<file path="src/design/fpe_pkg.sv">
// constants and types shared by the flash program/erase control ends
package fpe_pkg;
    // special function register addresses
    localparam logic [7:0] FPE_SFR_ERASE_CMD = 8'h94;
    localparam logic [7:0] FPE_SFR_WRITE_CTL = 8'hb2;
    localparam logic [7:0] FPE_SFR_BANK_SEL = 8'hb6;
    localparam logic [7:0] FPE_SFR_PAGE_NUM = 8'hb7;
    localparam logic [7:0] FPE_SFR_INT_FLAGS = 8'he8;
    // erase command keys
    localparam logic [7:0] FPE_KEY_PAGE = 8'h55;
    localparam logic [7:0] FPE_KEY_MASS = 8'haa;
    localparam logic [7:0] FPE_KEY_DONE = 8'h00;
    // field positions
    localparam int FPE_PROG_BIT = 0;
    localparam int FPE_BULK_BIT = 1;
    localparam int FPE_PAGE_LSB = 2;
    localparam int FPE_COL0_BIT = 2;
    localparam int FPE_COL1_BIT = 3;
    localparam int FPE_XADDR_TOP = 15;
    // widths
    localparam int FPE_PAGE_W = 7;
    localparam int FPE_BANK_W = 3;
    localparam int FPE_FADDR_W = 18;
    // reset values
    localparam logic [7:0] FPE_RST_ZERO = 8'h00;
    localparam logic [2:0] FPE_RST_BANK = 3'h1;
    // controller register byte offsets on the AHB-Lite slave
    localparam logic [7:0] FPE_REG_SFR_CMD = 8'h00;
    localparam logic [7:0] FPE_REG_XMOVE = 8'h04;
    localparam logic [7:0] FPE_REG_CTRL = 8'h08;
    localparam logic [7:0] FPE_REG_STATUS = 8'h0c;
    localparam logic [7:0] FPE_REG_IRQ_STAT = 8'h10;
    localparam logic [7:0] FPE_REG_IRQ_MASK = 8'h14;
    localparam logic [31:0] FPE_RST_WORD = 32'h0000_0000;
    // controller field positions
    localparam int FPE_CMD_RD_BIT = 16;
    localparam int FPE_CTRL_INTS = 0;
    localparam int FPE_CTRL_DBG = 1;
    localparam int FPE_CTRL_AUTO_BULK = 2;
    localparam int FPE_CTRL_AUTO_PROG = 3;
    localparam int FPE_IRQ_W = 3;
    localparam int FPE_IRQ_RDONE = 0;
    localparam int FPE_IRQ_EDONE = 1;
    localparam int FPE_IRQ_REFUSED = 2;

    typedef enum logic [1:0]
    {
        FPE_IDLE = 2'b00,
        FPE_ERASING = 2'b01,
        FPE_WAIT_ZERO = 2'b10,
        FPE_WAIT_DONE = 2'b11
    } fpe_erase_st_t;

    typedef enum logic [2:0]
    {
        FPE_H_IDLE = 3'b000,
        FPE_H_PRE = 3'b001,
        FPE_H_ACC = 3'b010,
        FPE_H_RD = 3'b011,
        FPE_H_POST = 3'b100
    } fpe_host_st_t;
endpackage : fpe_pkg

</file>
<file path="src/design/fpe_sfr_if.sv">
// link between the firmware side controller and the flash control device
`timescale 1ns/1ps
`default_nettype none
interface fpe_sfr_if;
    logic sfr_wr;
    logic sfr_rd;
    logic [7:0] sfr_addr;
    logic [7:0] sfr_wdata;
    logic [7:0] sfr_rdata;
    logic sfr_rvalid;
    logic ints_enabled;
    logic debug_port_en;
    logic xmv_wr;
    logic [15:0] xmv_addr;
    logic [7:0] xmv_data;
    logic erase_busy;

    modport dev
    (
        input sfr_wr, sfr_rd, sfr_addr, sfr_wdata, ints_enabled, debug_port_en,
        input xmv_wr, xmv_addr, xmv_data,
        output sfr_rdata, sfr_rvalid, erase_busy
    );

    modport ctl
    (
        output sfr_wr, sfr_rd, sfr_addr, sfr_wdata, ints_enabled, debug_port_en,
        output xmv_wr, xmv_addr, xmv_data,
        input sfr_rdata, sfr_rvalid, erase_busy
    );
endinterface : fpe_sfr_if
`default_nettype wire

</file>
<file path="src/design/fpe_dev.sv">
// flash program/erase control seen from the processor's special function registers
//
// Local design decision: register access over AHB-Lite.
`timescale 1ns/1ps
`default_nettype none
module fpe_dev
    import fpe_pkg::*;
(
    // clock and reset
    input wire logic REF_CLK,
    input wire logic RST_B,
    // register port
    fpe_sfr_if.dev SFR,
    // flash array erase
    output logic FLASH_PAGE_ERASE,
    output logic FLASH_MASS_ERASE,
    output logic [FPE_PAGE_W-1:0] FLASH_PAGE,
    input wire logic FLASH_ERASE_DONE,
    // flash array byte program
    output logic FLASH_WR,
    output logic [FPE_FADDR_W-1:0] FLASH_ADDR,
    output logic [7:0] FLASH_DATA,
    // external ram store
    output logic XRAM_WR,
    output logic [15:0] XRAM_ADDR,
    output logic [7:0] XRAM_DATA,
    // collision events from the flash
    input wire logic [1:0] COLLISION_EVT
);
    fpe_erase_st_t state_q;
    fpe_erase_st_t state_d;
    logic bulk_erase_enable_q;
    logic program_write_enable_q;
    logic [5:0] erase_page_number_q;
    logic [FPE_BANK_W-1:0] bank_select_q;
    logic collision_flag_0_q;
    logic collision_flag_1_q;
    logic cmd_wr;
    logic zero_wr;
    logic page_start;
    logic mass_start;

    assign cmd_wr = SFR.sfr_wr && (SFR.sfr_addr == FPE_SFR_ERASE_CMD);
    assign zero_wr = cmd_wr && (SFR.sfr_wdata == FPE_KEY_DONE);
    // keys only count from idle, so a stray key cannot disturb a running erase
    assign page_start = cmd_wr && (state_q == FPE_IDLE) && (SFR.sfr_wdata == FPE_KEY_PAGE);
    assign mass_start = cmd_wr && (state_q == FPE_IDLE) && (SFR.sfr_wdata == FPE_KEY_MASS)
        && bulk_erase_enable_q && SFR.debug_port_en;

    // any other command value falls through every branch below unchanged
    always_comb
    begin
        state_d = state_q;
        unique case (state_q)
            FPE_IDLE:
            begin
                if (page_start || mass_start)
                begin
                    state_d = FPE_ERASING;
                end
            end
            FPE_ERASING:
            begin
                if (FLASH_ERASE_DONE && zero_wr)
                begin
                    state_d = FPE_IDLE;
                end
                else if (FLASH_ERASE_DONE)
                begin
                    state_d = FPE_WAIT_ZERO;
                end
                else if (zero_wr)
                begin
                    state_d = FPE_WAIT_DONE;
                end
            end
            FPE_WAIT_ZERO:
            begin
                if (zero_wr)
                begin
                    state_d = FPE_IDLE;
                end
            end
            FPE_WAIT_DONE:
            begin
                if (FLASH_ERASE_DONE)
                begin
                    state_d = FPE_IDLE;
                end
            end
        endcase
    end

    always_ff @(posedge REF_CLK)
    begin
        if (!RST_B)
        begin
            state_q <= FPE_IDLE;
            SFR.erase_busy <= 1'b0;
        end
        else
        begin
            state_q <= state_d;
            SFR.erase_busy <= (state_d != FPE_IDLE);
        end
    end

    // erase strobes to the array, one cycle each
    always_ff @(posedge REF_CLK)
    begin
        if (!RST_B)
        begin
            FLASH_PAGE_ERASE <= 1'b0;
            FLASH_MASS_ERASE <= 1'b0;
            FLASH_PAGE <= '0;
        end
        else
        begin
            FLASH_PAGE_ERASE <= page_start;
            FLASH_MASS_ERASE <= mass_start;
            if (page_start)
            begin
                // only seven page bits exist, so the bank contributes its low bit
                FLASH_PAGE <= {bank_select_q[0], erase_page_number_q};
            end
        end
    end

    // write-only erase setup registers
    always_ff @(posedge REF_CLK)
    begin
        if (!RST_B)
        begin
            bulk_erase_enable_q <= 1'b0;
            erase_page_number_q <= FPE_RST_ZERO[5:0];
        end
        else
        begin
            if (page_start || mass_start)
            begin
                // enable is spent by any erase so it must be armed again
                bulk_erase_enable_q <= 1'b0;
            end
            else if (SFR.sfr_wr && (SFR.sfr_addr == FPE_SFR_WRITE_CTL))
            begin
                bulk_erase_enable_q <= SFR.sfr_wdata[FPE_BULK_BIT];
            end
            if (SFR.sfr_wr && (SFR.sfr_addr == FPE_SFR_PAGE_NUM))
            begin
                erase_page_number_q <= SFR.sfr_wdata[7:FPE_PAGE_LSB];
            end
        end
    end

    // program enable and bank select
    always_ff @(posedge REF_CLK)
    begin
        if (!RST_B)
        begin
            program_write_enable_q <= 1'b0;
            bank_select_q <= FPE_RST_BANK;
        end
        else
        begin
            if (SFR.sfr_wr && (SFR.sfr_addr == FPE_SFR_WRITE_CTL) && !SFR.ints_enabled)
            begin
                program_write_enable_q <= SFR.sfr_wdata[FPE_PROG_BIT];
            end
            if (SFR.sfr_wr && (SFR.sfr_addr == FPE_SFR_BANK_SEL))
            begin
                bank_select_q <= SFR.sfr_wdata[FPE_BANK_W-1:0];
            end
        end
    end

    // collision flags: a hardware event in the same cycle as a write wins
    always_ff @(posedge REF_CLK)
    begin
        if (!RST_B)
        begin
            collision_flag_0_q <= 1'b0;
            collision_flag_1_q <= 1'b0;
        end
        else if (SFR.sfr_wr && (SFR.sfr_addr == FPE_SFR_INT_FLAGS))
        begin
            collision_flag_0_q <= SFR.sfr_wdata[FPE_COL0_BIT] | COLLISION_EVT[0];
            collision_flag_1_q <= SFR.sfr_wdata[FPE_COL1_BIT] | COLLISION_EVT[1];
        end
        else
        begin
            collision_flag_0_q <= collision_flag_0_q | COLLISION_EVT[0];
            collision_flag_1_q <= collision_flag_1_q | COLLISION_EVT[1];
        end
    end

    // register reads answer one cycle later; write-only fields read zero
    always_ff @(posedge REF_CLK)
    begin
        if (!RST_B)
        begin
            SFR.sfr_rvalid <= 1'b0;
            SFR.sfr_rdata <= FPE_RST_ZERO;
        end
        else
        begin
            SFR.sfr_rvalid <= SFR.sfr_rd;
            if (SFR.sfr_rd)
            begin
                unique case (SFR.sfr_addr)
                    FPE_SFR_WRITE_CTL: SFR.sfr_rdata <= {7'h00, program_write_enable_q};
                    FPE_SFR_BANK_SEL: SFR.sfr_rdata <= {5'h00, bank_select_q};
                    FPE_SFR_INT_FLAGS: SFR.sfr_rdata <= {4'h0, collision_flag_1_q, collision_flag_0_q, 2'h0};
                    default: SFR.sfr_rdata <= FPE_RST_ZERO;
                endcase
            end
        end
    end

    // external moves go to flash or ram depending on the program enable
    always_ff @(posedge REF_CLK)
    begin
        if (!RST_B)
        begin
            FLASH_WR <= 1'b0;
            FLASH_ADDR <= '0;
            FLASH_DATA <= FPE_RST_ZERO;
            XRAM_WR <= 1'b0;
            XRAM_ADDR <= 16'h0000;
            XRAM_DATA <= FPE_RST_ZERO;
        end
        else
        begin
            FLASH_WR <= SFR.xmv_wr && program_write_enable_q;
            XRAM_WR <= SFR.xmv_wr && !program_write_enable_q;
            if (SFR.xmv_wr && program_write_enable_q)
            begin
                FLASH_DATA <= SFR.xmv_data;
                if (SFR.xmv_addr[FPE_XADDR_TOP])
                begin
                    FLASH_ADDR <= {bank_select_q, SFR.xmv_addr[14:0]};
                end
                else
                begin
                    FLASH_ADDR <= {3'h0, SFR.xmv_addr[14:0]};
                end
            end
            if (SFR.xmv_wr && !program_write_enable_q)
            begin
                XRAM_ADDR <= SFR.xmv_addr;
                XRAM_DATA <= SFR.xmv_data;
            end
        end
    end
endmodule : fpe_dev
`default_nettype wire

</file>
<file path="src/flat_wrapper.sv">
// flat-port wrapper written by rule: the top's interface ports become plain ports
module fpe_dev_flat import fpe_pkg::*;
  (REF_CLK, RST_B, FLASH_PAGE_ERASE, FLASH_MASS_ERASE, FLASH_PAGE, FLASH_ERASE_DONE, FLASH_WR, FLASH_ADDR, FLASH_DATA, XRAM_WR, XRAM_ADDR, XRAM_DATA, COLLISION_EVT, SFR_sfr_wr, SFR_sfr_rd, SFR_sfr_addr, SFR_sfr_wdata, SFR_ints_enabled, SFR_debug_port_en, SFR_xmv_wr, SFR_xmv_addr, SFR_xmv_data, SFR_sfr_rdata, SFR_sfr_rvalid, SFR_erase_busy);
  fpe_sfr_if SFR_i ();
  input wire logic REF_CLK;
  input wire logic RST_B;
  output logic FLASH_PAGE_ERASE;
  output logic FLASH_MASS_ERASE;
  output logic [FPE_PAGE_W-1:0] FLASH_PAGE;
  input wire logic FLASH_ERASE_DONE;
  output logic FLASH_WR;
  output logic [FPE_FADDR_W-1:0] FLASH_ADDR;
  output logic [7:0] FLASH_DATA;
  output logic XRAM_WR;
  output logic [15:0] XRAM_ADDR;
  output logic [7:0] XRAM_DATA;
  input wire logic [1:0] COLLISION_EVT;
  input wire logic [$bits(SFR_i.sfr_wr)-1:0] SFR_sfr_wr;
  input wire logic [$bits(SFR_i.sfr_rd)-1:0] SFR_sfr_rd;
  input wire logic [$bits(SFR_i.sfr_addr)-1:0] SFR_sfr_addr;
  input wire logic [$bits(SFR_i.sfr_wdata)-1:0] SFR_sfr_wdata;
  input wire logic [$bits(SFR_i.ints_enabled)-1:0] SFR_ints_enabled;
  input wire logic [$bits(SFR_i.debug_port_en)-1:0] SFR_debug_port_en;
  input wire logic [$bits(SFR_i.xmv_wr)-1:0] SFR_xmv_wr;
  input wire logic [$bits(SFR_i.xmv_addr)-1:0] SFR_xmv_addr;
  input wire logic [$bits(SFR_i.xmv_data)-1:0] SFR_xmv_data;
  output wire logic [$bits(SFR_i.sfr_rdata)-1:0] SFR_sfr_rdata;
  output wire logic [$bits(SFR_i.sfr_rvalid)-1:0] SFR_sfr_rvalid;
  output wire logic [$bits(SFR_i.erase_busy)-1:0] SFR_erase_busy;
  assign SFR_i.sfr_wr = SFR_sfr_wr;
  assign SFR_i.sfr_rd = SFR_sfr_rd;
  assign SFR_i.sfr_addr = SFR_sfr_addr;
  assign SFR_i.sfr_wdata = SFR_sfr_wdata;
  assign SFR_i.ints_enabled = SFR_ints_enabled;
  assign SFR_i.debug_port_en = SFR_debug_port_en;
  assign SFR_i.xmv_wr = SFR_xmv_wr;
  assign SFR_i.xmv_addr = SFR_xmv_addr;
  assign SFR_i.xmv_data = SFR_xmv_data;
  assign SFR_sfr_rdata = SFR_i.sfr_rdata;
  assign SFR_sfr_rvalid = SFR_i.sfr_rvalid;
  assign SFR_erase_busy = SFR_i.erase_busy;
  fpe_dev u_core (.REF_CLK(REF_CLK), .RST_B(RST_B), .SFR(SFR_i), .FLASH_PAGE_ERASE(FLASH_PAGE_ERASE), .FLASH_MASS_ERASE(FLASH_MASS_ERASE), .FLASH_PAGE(FLASH_PAGE), .FLASH_ERASE_DONE(FLASH_ERASE_DONE), .FLASH_WR(FLASH_WR), .FLASH_ADDR(FLASH_ADDR), .FLASH_DATA(FLASH_DATA), .XRAM_WR(XRAM_WR), .XRAM_ADDR(XRAM_ADDR), .XRAM_DATA(XRAM_DATA), .COLLISION_EVT(COLLISION_EVT));
endmodule
</file>
<file path="config.mk">
export PLATFORM = sky130hd
export DESIGN_NAME = fpe_dev_flat
export DESIGN_NICKNAME = d
export VERILOG_FILES = /design/src/design/fpe_pkg.sv /design/src/design/fpe_sfr_if.sv /design/src/design/fpe_dev.sv /design/src/flat_wrapper.sv
export SDC_FILE = /design/constraint.sdc
export NUM_CORES = 1
export LEC_CHECK = 0
export BUFFER_PORTS_ARGS = -buffer_cell sky130_fd_sc_hd__buf_2
export CAP_MARGIN = 20
export CORE_ASPECT_RATIO = 0.5
export CORE_UTILIZATION = 48
export DETAILED_ROUTE_END_ITERATION = 10
export PLACE_DENSITY = 0.9
export SLEW_MARGIN = 20
export SYNTH_ARGS = -nofsm -noshare
export SYNTH_HDL_FRONTEND = slang
export SYNTH_SLANG_ARGS = --single-unit
</file>
<file path="constraint.sdc">
create_clock -name REF_CLK -period 2.8 [get_ports REF_CLK]
set_clock_uncertainty 0.1 [all_clocks]
set_input_delay 0.56 -clock REF_CLK [delete_from_list [all_inputs] [get_ports REF_CLK]]
set_output_delay 0.56 -clock REF_CLK [all_outputs]
set_load 0.02 [all_outputs]
</file>
After elaboration in Yosys (flattened, before gate mapping)

Index checks and enable logic that the tools add are counted.

Flip-flop bits (word level): 86
Input port bits: 50
Output and inout bits: 71
Word-level logic and storage cells: 67

Equality and inequality tests: 10
Multiplexer cells: 11
Bitwise operators: 5
Reduce and logical (&&, ||, !) cells: 22

Operators with widths:

| operator                                                              | count |
|---|---|
| 8-bit equality test, second input constant                            | 6 |
| 18-bit two-way mux                                                    | 1 |
| 1-bit logical AND                                                     | 15 |
| 2-bit two-way mux                                                     | 6 |
| 4-bit one-hot mux with 3 select lines                                 | 1 |
| 8-bit by 7-bit equality test with 1-bit output, second input constant | 1 |
| 8-bit logical NOT                                                     | 1 |
| 2-bit one-hot mux with 4 select lines                                 | 1 |
| 2-bit equality test, second input constant                            | 2 |
| 1-bit bitwise OR                                                      | 4 |
| 2-bit by 1-bit equality test with 1-bit output, second input constant | 1 |
| 1-bit logical NOT                                                     | 2 |
| 2-bit logical NOT                                                     | 1 |
| 1-bit two-way mux                                                     | 2 |
| 2-bit nonzero test                                                    | 1 |
| 2-bit OR reduction                                                    | 1 |
| 1-bit logical OR                                                      | 1 |
| 1-bit inverter                                                        | 1 |

Longest topological paths before layout

Gate-level depths: netlist (run 1).

Depth in word-level cells: 10
Depth in mapped cells: 6
Mapped depth without buffers: 4

Worst setup path after synthesis (run 1)

No wires, ideal clock.

Kind: input port to flip-flop
Start point: in SFR_sfr_wdata[0]
End point: reg u_core.SFR.erase_busy
Setup time: 0.125 ns
Data arrival time: 2.063 ns
Required time: 2.575 ns
Slack: 0.512 ns
Cell stages on the path: 4
Buffers on the path: 0
Cells stage by stage: or4_1 -> or4_4 -> o21a_1 -> o41a_1

Word-level cells in the longest chain between the ends: 8
Elaborated cells on any way between the ends: 17
Classes of those cells: eq/ne: 2; mux: 6; reduce/logical: 9

RTL lines:

| what                                      | RTL line           | RTL |
|---|---|---|
| start: declaration                        | flat_wrapper.sv:21 | `input wire logic [$bits(SFR_i.sfr_wdata)-1:0] SFR_sfr_wdata;` |
| 8-bit equality test                       | fpe_dev.sv:47      | `assign mass_start = cmd_wr && (state_q == FPE_IDLE) && (SFR.sfr_wdata == FPE_KEY_MASS)` |
| 1-bit logical AND                         | fpe_dev.sv:47      |  |
| 1-bit logical AND (2 in series)           | fpe_dev.sv:48      | `&& bulk_erase_enable_q && SFR.debug_port_en;` |
| 1-bit logical OR                          | fpe_dev.sv:57      | `if (page_start \|\| mass_start)` |
| 2-bit two-way mux                         | fpe_dev.sv:57      |  |
| 2-bit one-hot mux with 4 select lines (*) | fpe_dev.sv:54      | `unique case (state_q)` |
| 2-bit nonzero test (*)                    | fpe_dev.sv:104     | `SFR.erase_busy <= (state_d != FPE_IDLE);` |
| end signal: assignment                    | fpe_dev.sv:104     |  |
| end: declaration                          | fpe_sfr_if.sv:22   | `output sfr_rdata, sfr_rvalid, erase_busy` |

Every way passes the cells marked *; elsewhere a longest branch is shown, timed or not.
A chain may end at the register's enable or synchronous reset.

Final worst setup path (run 1)

Ends and elaborated chain as after synthesis.

==> results of run 1 <==
## worst max-delay path, stage by stage
cell and delay (ps):
buf_2 110, or4_1 520, or4_4 460, o21a_1 220, o41a_1 370
## flip-flops by register name (all words and copies together) (netlist names), 2 cells and up
register / flops
u_core.state_q: 2
u_core.FLASH_PAGE: 7
u_core.erase_page_number_q: 6
u_core.XRAM_ADDR: 16
u_core.SFR.sfr_rdata: 4
u_core.XRAM_DATA: 8
u_core.FLASH_DATA: 8
u_core.bank_select_q: 3
u_core.FLASH_ADDR: 18
## cell families after synthesis
group	synth area share
simple gates	0.252
compound gates	0.127
buf+inv	0.0423
mux	0.0488
other cells	0.00121
flops	0.529
## cell usage after synthesis
cell	instances
or3_1	1
nand2b_1	5
or2_2	2
a21oi_1	62
dfxtp_1	82
nor4_1	2
clkbuf_1	19
or4_1	4
nor2b_1	2
o31a_1	1
nand3_1	14
and3b_1	1
nor4_4	1
buf_1	4
o31a_2	1
or3_4	1
o41a_1	1
inv_1	4
conb_1	1
nor3_2	1
nand4_1	4
a31oi_1	1
nor2_1	14
or4_4	1
o21a_1	1
nor3b_1	1
nor3_1	3
mux2i_1	14
buf_4	4
nand4bb_1	1
nand2_1	103
o21ai_0	8
nor4_2	1
nand3b_1	1
mux2_2	1
and2_1	4
## stage by stage
| stage | setup slack [ps] | power [mW] | util |
|---|---|---|---|
| 6_report | 655 | 2.41 | 0.651 |
| 5_1_grt | 572 | 2.50 | 0.651 |
| 4_1_cts | 686 | 2.43 | 0.651 |
| 3_5_place_dp | 338 | 1.41 | 0.610 |
| 3_3_place_gp | 363 | 1.40 | 0.610 |
| 2_1_floorplan | 512 | 1.32 | - |
## worst paths after layout
| check | start | end |
|---|---|---|
| worst max register to register | u_core.state_q[1] | u_core.FLASH_PAGE[4] |
| worst min register to register | u_core.FLASH_ADDR[15] | u_core.FLASH_ADDR[15] |
| worst max-delay path | SFR_sfr_wdata[0] | u_core.SFR.erase_busy |
| worst min-delay path | u_core.FLASH_ADDR[15] | u_core.FLASH_ADDR[15] |
## per-layer routing
layer	up-vias	wire [um]
li1	1456	-
met1	1381	3300
met2	71	3790
met3	7	432
met4	0	67
met5	-	0
## power by group through the flow
stage	clock network [mW]	registers, mW	logic (mW)
after detailed placement	0	1.23	0.180
after global placement	0	1.23	0.176
after CTS	1.05	1.20	0.180
after global routing	1.10	1.20	0.196
after floorplan	0	1.25	0.0705
final	1.03	1.20	0.181
## final cells by class
| class | instances | area [um2] |
|---|---|---|
| Fill cell | 520 | 2150 |
| Clock buffer | 14 | 254 |
| Sequential cell | 82 | 1640 |
| Multi-Input combinational cell | 261 | 1340 |
| Inverter | 4 | 15.0 |
| Tap cell | 88 | 110 |
| Timing Repair Buffer | 123 | 646 |
==> results.md, run 1 <==
- Die Width: 116 um
- Pint: 1.87 mW
- R2r worst-path depth: 4
- I/O Buffers: 116
- Hold Crit Depth: 2
- Grt peak-use layer: met2
- Initial DRC Count: 259
- Top cell type's share of synthesized area: 0.529
- Unrepaired setup endpoints after global routing: no
- Num Clock Sinks: 82
- Fmax: 466 MHz
- Most common library cell in the layout ignoring fill and taps: buf_2
- Period utilization: 0.766
- Worst setup EP type: flip-flop
- Maxcap violations: 0
- TritonRoute pass-1 iters: 4
- Clock Path Buffers: 2
- Global-route wire length before repair: about 12000 um
- Die Ht: 58.9 um
- Largest vdd supply drop: about 0.44 mV
- Placed Cells: 558
- Cell Area, Synth: 3100 um2
- Rel. slew slack: 0.552
- Area grow syn2layout: 29.2%
- Worst skew pair latency: 330 ps
- Nets: 531
- CTS Buf Count: 9
- TNS Setup: 0 ps
- R2R setup slack: 910 ps
- Core area: 6160 um2
- Power Dens Cells: between 600 and 700 nW/um2
- CP arrival: 2260 ps
- Worst-path fanout max: 4
- DRC: 0
- Die area: 6810 um2
- Slew @ Worst Pin: 669 ps
- Rows: 20
- Via count of the first global-routing pass: 2557
- Total Routed Length: 7600 um
- Post-route cell area: approximately 4000 um2
- Average wire per standard cell: 13.3 um
- Synth Warn #: 0
- Netlist cell types: 36
- Top post-synthesis cells by area: dfxtp_1, nand2_1, a21oi_1
- GR Layer Usage met2: 0.405
- Sequential fraction of design power: 0.499
- Final setup vio count: 0
- Outcome: finished, final reports clean
- Clock power share: 0.427
- Fin. Hold Viols: 0
- Synthesized area per cell: 8.36 um2
- I/O pin cnt: 121
- Post-synth top area cell: dfxtp_1
- Post-DP Area: 3760 um2
- Setup repair bufs after CTS: 0
- Clock root cell: clkbuf_16
- WP data required: a little under 3000 ps
- Cell Count, Final, Fillers Out: 572
- Sequential area share after synthesis: 0.529
- H-tree depth: 3
- Hold bufs inserted after CTS: 0
- Switching power: approximately 540 uW
- Startpoint Class: input pin
- Number of diodes: 0
- Fin crit period: about 2100 ps
- GR Layer Usage met3: 0.0947
- Initial Util: 0.504
- Layout cell share with drive strength beyond 1: 0.298
- Leak Pwr: 1.73 nW
- Met1 usage: 0.276
- CTS tree: built
- Fin Hold WS: ~350 ps
- Crit Path Class: in -> reg
- Hold Path Class: reg -> reg
- Post-DR vias/cell: roughly 5
- GPL Wtd Cong: 0.833
- Dpl hpwl: 5380 um
- Vias: 2915
- Reg clk slew, reported paths: 50 ps
- Most frequent cells in the layout: buf_2, nand2_1, dfxtp_1
- Gate Count Post-Synth: about 370
- Max Slew Vio Count: 0
- CTS resizes: 0
- Total gr overflow: 0
- Largest net degree at the start of global routing: 42
- DRT antenna net count: 0
- GRT Util Overall: 0.237
- Initial antenna violation count: 0
- Net Sw Frac: 0.224
- #FFs+latches synth: 82
- Gate power share: 0.075
No activity file was read; power rests on OpenSTA's default activity.
==> run 2: changes to the inputs <==
- CORE_UTILIZATION: 48 -> 43
- PLACE_DENSITY: 0.9 -> 0.86
- clock period: 2.8 -> 1.9 ns (I/O delays scaled with it)
==> results.md, run 2 (synthesis gave the netlist of run 1 again) <==
- Outcome: finished with violations
- Violated checks: setup timing
- Worst Slack Setup Final: -34.3 ps (-690 ps)
- Initial antenna violation count: 0 (unchanged)
- RR Startpoint: u_core.state_q[0]
- Nets: 549 (+3.4%)
- Number of diodes: 0 (unchanged)
- Crit-path cells: buf_6 -> or4_4 -> or4_4 -> o21a_1 -> o41a_1
- Top reg by flops: u_core.FLASH_ADDR
- Hold bufs inserted after CTS: 0 (unchanged)
- Startpoint Class: input pin
- Most common library cell in the layout ignoring fill and taps: buf_2
- Die area: 7580 um2 (+11%)
- Sequential cell area: 1640 um2 (unchanged)
- H-tree depth: 3 (unchanged)
- Hold Startpoint: COLLISION_EVT[0]
- Post-route cell area: 4190 um2 (+4.4%)
- Fin. Hold Viols: 0 (unchanged)
- CTS resizes: 0 (unchanged)
- Slew @ Worst Pin: 1000 ps (+336 ps)
- DRT antenna net count: 0 (unchanged)
- Reg clk slew, reported paths: 60 ps (about the same)
- DRC: 0 (unchanged)
- Critical path origin: SFR_sfr_wdata[6]
- Max Slew Vio Count: 0 (unchanged)
- Rows: 21 (+5.0%)
- Initial DRC Count: 130 (-50%)
- Largest net degree at the start of global routing: 67 (+60%)
- Worst-path fanout max: 3 (-1)
- Dpl hpwl: 5650 um (+4.9%)
- WP data required: 2010 ps (-900 ps)
- Unrepaired setup endpoints after global routing: yes
- Filler cell count: 626 (+20%)
- Power Dens Cells: 863 nW/um2 (+44%)
- Die Ht: 62.1 um (+5.5%)
- Maxcap violations: 0 (unchanged)
- Most frequent cells in the layout: buf_2, nand2_1, dfxtp_1
- Worst skew pair latency: 330 ps (about the same)
- Fin Hold WS: 173 ps (-173 ps)
- Fmax: 517 MHz
- Setup repair bufs after CTS: 0 (unchanged)
- Global-route wire length before repair: 12200 um (+0.86%)
- Multi-input logic area: 1360 um2 (+0.84%)
- GRT Util Overall: 0.216 (-0.0208)
- Worst path bufs/invs: 1 (unchanged)
- Vias: 2954 (+1.3%)
- Num Clock Sinks: 82 (unchanged)
- Area grow syn2layout: 34.9%
- Slowest-stage cell, CP: or4_4
- Average wire per standard cell: 13.2 um (-0.29%)
- Layout cell share with drive strength beyond 1: 0.333 (+0.0358)
- Die Width: 122 um (+5.6%)
- CP arrival: 2050 ps (-210 ps)
- Total Routed Length: 7890 um (+3.9%)
- Hold Path Class: in -> reg
- I/O Buffers: 116 (unchanged)
- Fin crit period: 1930 ps
- Post-DR vias/cell: 4.96 (-2.7%)
- TritonRoute pass-1 iters: 4 (unchanged)
- Largest register FFs: 18 (unchanged)
- Post-DP Area: 3900 um2 (+3.8%)
- Final setup vio count: 1 (+1)
- CP delay by family, top: simple AND/OR/NAND/NOR gates
- Period utilization: 1.02
- Initial Util: 0.454 (-0.0499)
- Largest regs: u_core.FLASH_ADDR: 18 flops, u_core.XRAM_ADDR: 16 flops
- CTS Buf Count: 9 (unchanged)
- Pre-CTS setup slack: -334 ps (-671 ps)
- Leak Pwr: 1.84 nW (+6.1%)
- Clock root cell: clkbuf_16
- Clock Path Buffers: 2 (unchanged)
- I/O pin cnt: 121 (unchanged)
- Core area: 6830 um2 (+11%)
- Most numerous cell on the critical path: or4_4
- Rel. slew slack: 0.330 (-0.222)
- GPL Wtd Cong: 0.835 (+0.20%)
- Crit Path Class: in -> reg
- Total gr overflow: 0 (unchanged)
- Largest vdd supply drop: 0.480 mV (+9.7%)
- Max incr delay on CP: 520 ps (about the same)
- Via count of the first global-routing pass: 2658 (+3.9%)
- Post-layout util: 0.613 (-0.0388)
- Worst setup EP type: flip-flop
- CTS tree: built
==> run 2: cell types whose count changed in the layout (fill, tap and decap cells not counted) <==
| cell | delta |
|---|---|
| or4_1 | -3 |
| clkbuf_1 | -1 |
| buf_6 | +2 |
| or4_4 | +3 |
| buf_2 | -2 |
| buf_4 | +18 |
| clkinv_2 | +3 |
==> run 2: report_power, final <==
group / switching (mW) / internal, mW
logic: 0.176 / 0.115
registers: 0.0153 / 1.75
clock network: 0.636 / 0.914
total: 0.828 / 2.78
==> run 2: final cells by class <==
cell class              instances  share of cell area
clock buffers                  13              0.0598
clock inverters                 3             0.00359
inverters                       4             0.00359
multi-input cells             261               0.324
flip-flops and latches         82               0.392
well taps                      92              0.0275
repair buffers                141               0.190
==> run 2: final timing paths <==
kind | endpoint | slack [ps] | cells after the start
hold / removal | u_core.collision_flag_0_q | 170 | 3
hold reg to reg | u_core.XRAM_ADDR[13] | 350 | 2
setup / recovery | u_core.SFR.erase_busy | -30 | 5
setup reg to reg | u_core.SFR.erase_busy | 130 | 5
==> run 2: routing by layer <==
metal  GRT usage  vias to the layer above  wire length (um)
li1            -                     1502                 -
met1       0.258                     1341              3390
met2       0.370                       99              3910
met3      0.0675                       12               476
met4      0.0993                        0               123
met5           0                        -                 0
==> run 2: worst min-delay path, cell delays in order <==
cell and delay, ps:
buf_2 90, inv_1 40, a21oi_1 50
==> run 2: per-stage QoR <==
stage / setup TNS, ps / power, mW / std cells
detailed placement: -3000 / 2.10 / 580
floorplan: -377 / 1.95 / 374
global route: -58.6 / 3.75 / 596
CTS: 0 / 3.64 / 596
global placement: -2800 / 2.09 / 580
finish: -34.3 / 3.61 / 596
